### config.mk
export PLATFORM = sky130hd
export DESIGN_NAME = srf_filter
export DESIGN_NICKNAME = d
export VERILOG_FILES = /design/src/design/srf_filter.v /design/src/design/srf_fifo.v /design/src/design/srf_name_store.v
export VERILOG_INCLUDE_DIRS = /design/src /design/src/design
export SDC_FILE = /design/constraint.sdc
export NUM_CORES = 2
export LEC_CHECK = 0
export BUFFER_PORTS_ARGS = -buffer_cell sky130_fd_sc_hd__buf_2
export CORE_UTILIZATION = 25
export CTS_CLUSTER_SIZE = 14
export DETAILED_ROUTE_END_ITERATION = 8
export GPL_TIMING_DRIVEN = 0
export PLACE_DENSITY = 0.36
export RECOVER_POWER = 50
export SETUP_SLACK_MARGIN = 0.2
export SLEW_MARGIN = 20
export SYNTH_ARGS = -nofsm -noshare
export SYNTH_HDL_FRONTEND = slang
export SYNTH_SLANG_ARGS = --single-unit
export TNS_END_PERCENT = 50
### constraint.sdc
create_clock -name clk -period 159.5 [get_ports clk]
set_input_delay 7.975 -clock clk [delete_from_list [all_inputs] [get_ports clk]]
set_output_delay 7.975 -clock clk [all_outputs]
set_load 0.01 [all_outputs]
### src/design/srf_defs.vh
// Constants for the sensor reading filter and curve select block.
// Assumes inclusion by design files under design/.
`ifndef SRF_DEFS_VH
`define SRF_DEFS_VH

// ----------------------------------------
// Widths
// ----------------------------------------
`define SRF_DW 32
`define SRF_PW 7
`define SRF_WW 4
`define SRF_CW 6
`define SRF_TW 2
`define SRF_NAME_LEN 15

// ----------------------------------------
// Filter settings
// ----------------------------------------
`define SRF_PTS_MIN 7'h02
`define SRF_PTS_MAX 7'h40
`define SRF_PTS_RST 7'h08
`define SRF_WIN_MIN 4'h1
`define SRF_WIN_MAX 4'hA
`define SRF_WIN_RST 4'hA
`define SRF_FRAC 8

// ----------------------------------------
// Curves and units
// ----------------------------------------
`define SRF_CRV_NONE 6'h00
`define SRF_CRV_STD_LAST 6'h14
`define SRF_CRV_USR_FIRST 6'h15
`define SRF_CRV_USR_LAST 6'h3B
`define SRF_TYPE_TC 2'h3
`define SRF_KELVIN_ZERO 32'h00000000
// -273.15 C in units of 0.01 C
`define SRF_CELSIUS_NONE 32'hFFFF954D
`define SRF_FIFO_DEPTH 16
`define SRF_FIFO_AW 4

`endif

### src/design/srf_filter.v
// Per-input reading filter, curve selection, room calibration and label.
// Assumes readings come from a measurement channel on the same clock.
// Behaviour
// - Filter on: smooth readings exponentially; report the filtered value
// - Running average: one output per new reading, rate unchanged
// - Control path gets unfiltered reading; only sensorReading gets filtered one, temperatures use rawKelvin
// - Time constant follows 0.1/ln(N/(N-1)) with N filter points
// - Filter points default to eight
// - Filter points configurable from 2 to 64
// - Reading outside window from filter value restarts the filter
// - Window is percent of full scale, 1 to 10, default 10
// - Standard curves 1 to 20, user curves 21 to 59
// - Only curves matching the sensor type, or none, accepted
// - No curve: flag message, kelvin 0, Celsius -273.15
// - Sensor units always given; temperature only with a curve
// - Calibration starts only on thermocouple inputs with curve selected and compensation on
// - Calibration shows kelvin, saves entered value so reading matches
// - Clear command discards room calibration
// - Fifteen-character label, default is the input letter
`timescale 1ns/100ps
`default_nettype none
`include "srf_defs.vh"
module srf_filter
#(
   parameter [7:0] LETTER = 8'h41
)
(
   input wire clk,
   input wire rst,
   input wire [31:0] rawReading,
   input wire rawValid,
   output wire rawReady,
   input wire [31:0] rawKelvin,
   input wire [31:0] fullScale,
   input wire [1:0] sensorType,
   input wire filterEnable,
   input wire [6:0] filterPointsIn,
   input wire filterPointsWr,
   input wire [3:0] filterWindowIn,
   input wire filterWindowWr,
   input wire [5:0] input_curve_select_command,
   input wire [1:0] curveType,
   input wire curveSelWr,
   input wire roomCompEnable,
   input wire calStart,
   input wire calSave,
   input wire [31:0] calTrueKelvin,
   input wire calClear,
   input wire input_label_command,
   input wire [3:0] labelIdx,
   input wire [7:0] labelChar,
   input wire [3:0] labelRdIdx,
   output wire [7:0] labelRdChar,
   output reg [31:0] sensorReading,
   output reg [31:0] controlReading,
   output reg [31:0] kelvin_reading_query,
   output reg [31:0] celsius_reading_query,
   output reg readingValid,
   output reg tempValid,
   output reg no_curve_indication,
   output reg [6:0] filterPoints,
   output reg [3:0] filterWindow,
   output reg [5:0] curveNum,
   output reg calActive,
   output reg calValid,
   output reg [31:0] calOffset,
   output reg [31:0] calShowKelvin
);
   // ----------------------------------------
   // Helpers
   // ----------------------------------------
   function curveOk;
      input [5:0] num;
      input [1:0] ctype;
      input [1:0] stype;
      begin
         curveOk = (num == `SRF_CRV_NONE) ||
            ((num <= `SRF_CRV_USR_LAST) && (ctype == stype));
      end
   endfunction

   function [31:0] absDiff;
      input [31:0] a;
      input [31:0] b;
      begin
         absDiff = ($signed(a) > $signed(b)) ? a - b : b - a;
      end
   endfunction

   // ----------------------------------------
   // Input FIFO
   // ----------------------------------------
   wire [31:0] fifoData;
   wire fifoValid;
   wire fifoTake;
   reg busy;

   srf_fifo
   #(
      .WIDTH(`SRF_DW),
      .DEPTH(`SRF_FIFO_DEPTH),
      .AW(`SRF_FIFO_AW)
   )
   uFifo
   (
      .clk(clk),
      .rst(rst),
      .inData(rawReading),
      .inValid(rawValid),
      .inReady(rawReady),
      .outData(fifoData),
      .outValid(fifoValid),
      .outReady(fifoTake)
   );

   assign fifoTake = !busy;

   // ----------------------------------------
   // Configuration
   // ----------------------------------------
   always @(posedge clk or posedge rst)
   begin
      if (rst)
      begin
         filterPoints <= `SRF_PTS_RST;
         filterWindow <= `SRF_WIN_RST;
         curveNum <= `SRF_CRV_NONE;
      end
      else
      begin
         if (filterPointsWr && filterPointsIn >= `SRF_PTS_MIN &&
            filterPointsIn <= `SRF_PTS_MAX)
         begin
            filterPoints <= filterPointsIn;
         end
         if (filterWindowWr && filterWindowIn >= `SRF_WIN_MIN &&
            filterWindowIn <= `SRF_WIN_MAX)
         begin
            filterWindow <= filterWindowIn;
         end
         if (curveSelWr &&
            curveOk(input_curve_select_command, curveType, sensorType))
         begin
            curveNum <= input_curve_select_command;
         end
      end
   end

   // ----------------------------------------
   // Filter datapath
   // ----------------------------------------
   // State keeps SRF_FRAC fraction bits for small steps
   reg signed [39:0] accum;
   reg primed;
   reg [31:0] sample;
   wire signed [39:0] sampleExt;
   wire signed [39:0] delta;
   wire signed [39:0] stepRaw;
   wire [31:0] filtValue;
   wire [31:0] windowLimit;
   wire [38:0] winProd;
   wire [38:0] winDiv;
   wire signed [39:0] accumNext;
   wire restart;

   assign sampleExt = {sample, 8'h00};
   assign delta = sampleExt - accum;
   // Divide by N: (N-1)/N decay per reading, step truncated toward zero
   assign stepRaw = delta / $signed({33'h0, filterPoints});
   assign filtValue = accum[39:8];
   assign winProd = fullScale * filterWindow;
   assign winDiv = winProd / 39'd100;
   assign windowLimit = winDiv[31:0];
   assign accumNext = accum + stepRaw;
   assign restart = !primed ||
      (absDiff(sample, filtValue) > windowLimit);

   always @(posedge clk or posedge rst)
   begin
      if (rst)
      begin
         busy <= 1'b0;
         sample <= 32'h00000000;
         accum <= 40'h0000000000;
         primed <= 1'b0;
         sensorReading <= 32'h00000000;
         controlReading <= 32'h00000000;
         readingValid <= 1'b0;
      end
      else
      begin
         readingValid <= 1'b0;
         if (!busy && fifoValid)
         begin
            sample <= fifoData;
            busy <= 1'b1;
            controlReading <= fifoData;
         end
         else if (busy)
         begin
            busy <= 1'b0;
            readingValid <= 1'b1;
            if (!filterEnable)
            begin
               accum <= sampleExt;
               primed <= 1'b0;
               sensorReading <= sample;
            end
            else if (restart)
            begin
               accum <= sampleExt;
               primed <= 1'b1;
               sensorReading <= sample;
            end
            else
            begin
               accum <= accumNext;
               sensorReading <= accumNext[39:8];
            end
         end
      end
   end

   // ----------------------------------------
   // Temperature reporting and calibration
   // ----------------------------------------
   wire hasCurve;
   wire [31:0] kelvinCal;
   wire [31:0] kelvinCent;

   assign hasCurve = (curveNum != `SRF_CRV_NONE);
   assign kelvinCal = rawKelvin + calOffset;
   // Kelvin carried in 0.01 K units
   assign kelvinCent = kelvinCal;

   always @(posedge clk or posedge rst)
   begin
      if (rst)
      begin
         kelvin_reading_query <= `SRF_KELVIN_ZERO;
         celsius_reading_query <= `SRF_CELSIUS_NONE;
         tempValid <= 1'b0;
         no_curve_indication <= 1'b1;
         calActive <= 1'b0;
         calValid <= 1'b0;
         calOffset <= 32'h00000000;
         calShowKelvin <= 32'h00000000;
      end
      else
      begin
         no_curve_indication <= !hasCurve;
         tempValid <= hasCurve;
         if (hasCurve)
         begin
            kelvin_reading_query <= kelvinCent;
            celsius_reading_query <= kelvinCent + `SRF_CELSIUS_NONE;
         end
         else
         begin
            kelvin_reading_query <= `SRF_KELVIN_ZERO;
            celsius_reading_query <= `SRF_CELSIUS_NONE;
         end
         calShowKelvin <= kelvinCal;
         if (calClear)
         begin
            calOffset <= 32'h00000000;
            calValid <= 1'b0;
            calActive <= 1'b0;
         end
         else if (calActive && calSave)
         begin
            calOffset <= calTrueKelvin - rawKelvin;
            calValid <= 1'b1;
            calActive <= 1'b0;
         end
         else if (calStart && hasCurve && roomCompEnable &&
            sensorType == `SRF_TYPE_TC)
         begin
            calActive <= 1'b1;
         end
         else if (!hasCurve || !roomCompEnable)
         begin
            calActive <= 1'b0;
         end
      end
   end

   // ----------------------------------------
   // Label
   // ----------------------------------------
   srf_name_store
   #(
      .LETTER(LETTER)
   )
   uName
   (
      .clk(clk),
      .rst(rst),
      .wrEn(input_label_command),
      .wrIdx(labelIdx),
      .wrChar(labelChar),
      .rdIdx(labelRdIdx),
      .rdChar(labelRdChar)
   );
endmodule
`default_nettype wire

### src/design/srf_fifo.v
// Reading FIFO with valid and ready on both sides.
// Assumes one clock, asynchronous active-high reset.
`timescale 1ns/100ps
`default_nettype none
module srf_fifo
#(
   parameter WIDTH = 32,
   parameter DEPTH = 16,
   parameter AW = 4
)
(
   input wire clk,
   input wire rst,
   input wire [WIDTH-1:0] inData,
   input wire inValid,
   output wire inReady,
   output wire [WIDTH-1:0] outData,
   output wire outValid,
   input wire outReady
);
   reg [WIDTH-1:0] mem [0:DEPTH-1];
   reg [AW-1:0] wrPtr;
   reg [AW-1:0] rdPtr;
   reg [AW:0] count;
   wire doWrite;
   wire doRead;

   assign inReady = (count != DEPTH[AW:0]);
   assign outValid = (count != {(AW+1){1'b0}});
   assign outData = mem[rdPtr];
   assign doWrite = inValid && inReady;
   assign doRead = outValid && outReady;

   always @(posedge clk)
   begin
      if (doWrite)
      begin
         mem[wrPtr] <= inData;
      end
   end

   always @(posedge clk or posedge rst)
   begin
      if (rst)
      begin
         wrPtr <= {AW{1'b0}};
         rdPtr <= {AW{1'b0}};
         count <= {(AW+1){1'b0}};
      end
      else
      begin
         if (doWrite)
         begin
            wrPtr <= wrPtr + {{(AW-1){1'b0}}, 1'b1};
         end
         if (doRead)
         begin
            rdPtr <= rdPtr + {{(AW-1){1'b0}}, 1'b1};
         end
         if (doWrite && !doRead)
         begin
            count <= count + {{AW{1'b0}}, 1'b1};
         end
         else if (doRead && !doWrite)
         begin
            count <= count - {{AW{1'b0}}, 1'b1};
         end
      end
   end
endmodule
`default_nettype wire

### src/design/srf_name_store.v
// Fifteen-character input label store.
// Assumes one clock, asynchronous active-high reset.
`timescale 1ns/100ps
`default_nettype none
module srf_name_store
#(
   parameter [7:0] LETTER = 8'h41
)
(
   input wire clk,
   input wire rst,
   input wire wrEn,
   input wire [3:0] wrIdx,
   input wire [7:0] wrChar,
   input wire [3:0] rdIdx,
   output reg [7:0] rdChar
);
   reg [7:0] chars [0:14];
   integer i;

   // Default label is the input letter, rest spaces
   always @(posedge clk or posedge rst)
   begin
      if (rst)
      begin
         for (i = 0; i < 15; i = i + 1)
         begin
            chars[i] <= (i == 0) ? LETTER : 8'h20;
         end
         rdChar <= 8'h00;
      end
      else
      begin
         if (wrEn && wrIdx < 4'hF)
         begin
            chars[wrIdx] <= wrChar;
         end
         rdChar <= (rdIdx < 4'hF) ? chars[rdIdx] : 8'h00;
      end
   end
endmodule
`default_nettype wire

==> results.cfg <==
[placed_design]
numPortBuffers = 396
place_congestion = 0.890
dp_hpwl_mm = 270
placed_cell_area_um2 = 92900

[synth]
synth_edf_count = 512
synth_fp_nets = 9889
syn_inst = 9138
synth_area_per_cell_um2 = 9.21
ys_warn_count = 0
synth_compound_area_frac = 0.212
syn_area_um2 = 84100
synth_fa_ha_area_frac = 0.0928
synth_cell_types = 206
async_flop_share = 0.416
yosysSeqAreaShare = 0.292
synth_flop_cell = edfxtp_1
synthSimpleGateAreaFrac = 0.202
synth_xor_area_frac = 0.0644
synthMuxAreaShare = 0.0900
ys_ff_latch = 877
synth_top_family_by_area = compound AO/OA/AOI/OAI gates

[clocking]
clock_sinks = 877
cts_buffer_depth = 3
cts_setup_buffers = 0
clk_latency_ns = 0.78
hold_buffers = 0
cts.repair.resized = 0
cts-root-buf = clkbuf_16
cts_tree = built
cts_buffers = 101
clk_pin_slew_ns = 0.08
h-tree-depth = 3

[timing]
relSlewSlack = -2.27
max_freq_mhz = 7.24
drv_slew = 374
hold_viol = 0
fin_setup_tns_ns = 0
skew_ns = 0.103
timing.final.crit_share = 0.866
period_minus_slack_ns = 138.08
finalSetupViolCount = 0
rsz0062_at_grt = false
tightest_slew_ns = 4.90

[outcome]
violations = capacitance limit, slew limit
outcome = finished, violations left

[worst_setup_path]
critical-path-top-cell-by-count = o21a_1
cpMaxStageDelayCell = dlygate4sd3_1
max_stage_delay_ns = 0.96
critPathKind = reg2reg
critPathLaunchType = flip-flop
crit_fanout = 10
worst_ep_arrival_time_ns = 138.71
end_kind = flip-flop
cp_data_required_time_ns = 160.13

[floorplanning]
num_io_pins = 400
start_util = 0.252
die_x_um = 582
row_count = 212
die-area_um2 = 339000
coreArea_um2 = 334000
die_y_um = 582

[global_routing]
grt_pass1_vias = 74206
grt_pass1_wl_mm = 496
gr-total-overflow = 0
track_usage = 0.192
grt_max_degree = 83
antenna_found_initial = 53

[route]
routedWlPerCell_um = 23.5
dr.pass1.iters = 6
vias = 74263
wl_mm = 333
drc = 0
drt_iter0_drc = 5043
vias_per_cell = 5.23
drtAntennaViolNets = 0

[hold_path]
hold_path_class = reg2reg

[finish]
syn2layout_area_growth_pct = 14.3
fill_cells = 35542
final_area_um2 = 96200
finalNetCount = 10451
layout-drive-gt1-share = 0.173

[flow_run]
drv_cap = 5
[routing by layer]
metal / global-route usage / wire length [µm]
met2: 0.330 / 160000
met5: 0 / 327
met1: 0.252 / 151000
met3: 0.0305 / 16100
met4: 0.0378 / 6490
[through the flow]
step	setup WS, ns	hold slack [ns]	utilization	std cells
3_3_place_gp	22.02	0.483	0.274	13921
4_1_cts	21.09	0.501	0.288	14172
6_report	21.42	0.500	0.288	14190
3_5_place_dp	21.64	0.486	0.278	13984
2_1_floorplan	49.79	0.474	-	9138
5_1_grt	9.15	0.517	0.288	14173
[synthesized netlist by cell type, types with 101 or more instances]
cell,instances,share of area
a21o_1,109,0.0097
a21oi_1,627,0.037
a31oi_1,107,0.0080
and2_1,134,0.010
clkbuf_1,140,0.0062
dfrtp_1,321,0.095
edfxtp_1,512,0.18
ha_1,508,0.076
inv_1,426,0.019
mux2_2,186,0.025
mux4_2,192,0.051
nand2_1,717,0.032
nand3_1,209,0.012
nand4_1,101,0.0075
nor2_1,825,0.037
nor3_1,339,0.020
o21a_1,227,0.020
o21ai_0,428,0.025
o21bai_1,106,0.0095
o31ai_1,121,0.011
xnor2_1,426,0.044
xor2_1,168,0.017
[critical path: cells and delay by family (launching register included)]
family	cells	cell delay, ns
AO/OA/AOI/OAI	295	65.12
AND/OR/NAND/NOR	188	45.04
buffers and inverters	60	13.02
adder cells (fa/ha/maj)	43	12.97
multiplexers	2	0.64
flip-flops	1	0.52
XOR/XNOR	3	0.43
[worst paths after layout]
| check | slack [ns] | to | depth (start not counted) | from |
|---|---|---|---|---|
| max in group asynchronous | 142.95 | sample[18] | 4 | rst |
| worst min-delay path | 0.50 | calValid | 2 | calValid |
| min in group asynchronous | 8.09 | calOffset[17] | 2 | rst |
| worst max register to register | 21.42 | sensorReading[31] | 591 | sensorReading[0] |
| worst max-delay path | 21.42 | sensorReading[31] | 591 | sensorReading[0] |
| worst min register to register | 0.50 | calValid | 2 | calValid |
[layout by cell type (no fill, tap or decap), types with 69 or more instances in the layout]
cell type,instances
a21o_1,109
a21oi_1,627
a31oi_1,104
and2_1,131
and3_1,82
buf_2,391
buf_4,114
buf_6,69
clkbuf_1,203
clkbuf_16,101
dfrtp_1,321
edfxtp_1,512
ha_1,508
inv_1,418
mux2_2,186
mux2i_1,92
mux4_2,192
nand2_1,717
nand2b_1,76
nand3_1,209
nand4_1,101
nor2_1,815
nor3_1,336
nor4_1,71
o21a_1,227
o21ai_0,428
o21bai_1,106
o31ai_1,120
or2_2,84
or3_1,94
xnor2_1,426
xor2_1,168
[area by class of cell]
cell class | instances | area, µm² | area share
buffer | 359 | 2290 | 0.0238
antenna | 18 | 45.0 | 0.000468
timing repair buffer | 459 | 2970 | 0.0308
inverter | 435 | 1650 | 0.0172
clock inverter | 66 | 733 | 0.00762
tap | 4387 | 5490 | 0.0571
clock buffer | 122 | 2650 | 0.0275
sequential | 877 | 24600 | 0.255
multi-input combinational | 7467 | 55800 | 0.580
[kinds of logic (layout without fill, tap and decap cells)]
family,after synthesis,count (layout)
compound gates,2561,2561
xor+xnor,607,607
fa+ha+maj,587,587
buf+inv,794,1441
flops,877,877
mux,486,486
other cells,0,18
simple gates,3226,3226
[flip-flops by register name, indices dropped and copies added (netlist names)]
signal,cells
uFifo.mem,512
uName.chars,120
calOffset,32
calShowKelvin,32
celsius_reading_query,32
kelvin_reading_query,32
sample,32
sensorReading,32
accum,8
uName.rdChar,8
filterPoints,7
curveNum,6
uFifo.count,5
filterWindow,4
uFifo.rdPtr,4
uFifo.wrPtr,4
busy,1
calActive,1
calValid,1
no_curve_indication,1
primed,1
readingValid,1
tempValid,1
Power is left out: the tool's default activity adds up to more than one toggle a clock period on the data nets, which glitch-free logic cannot reach.
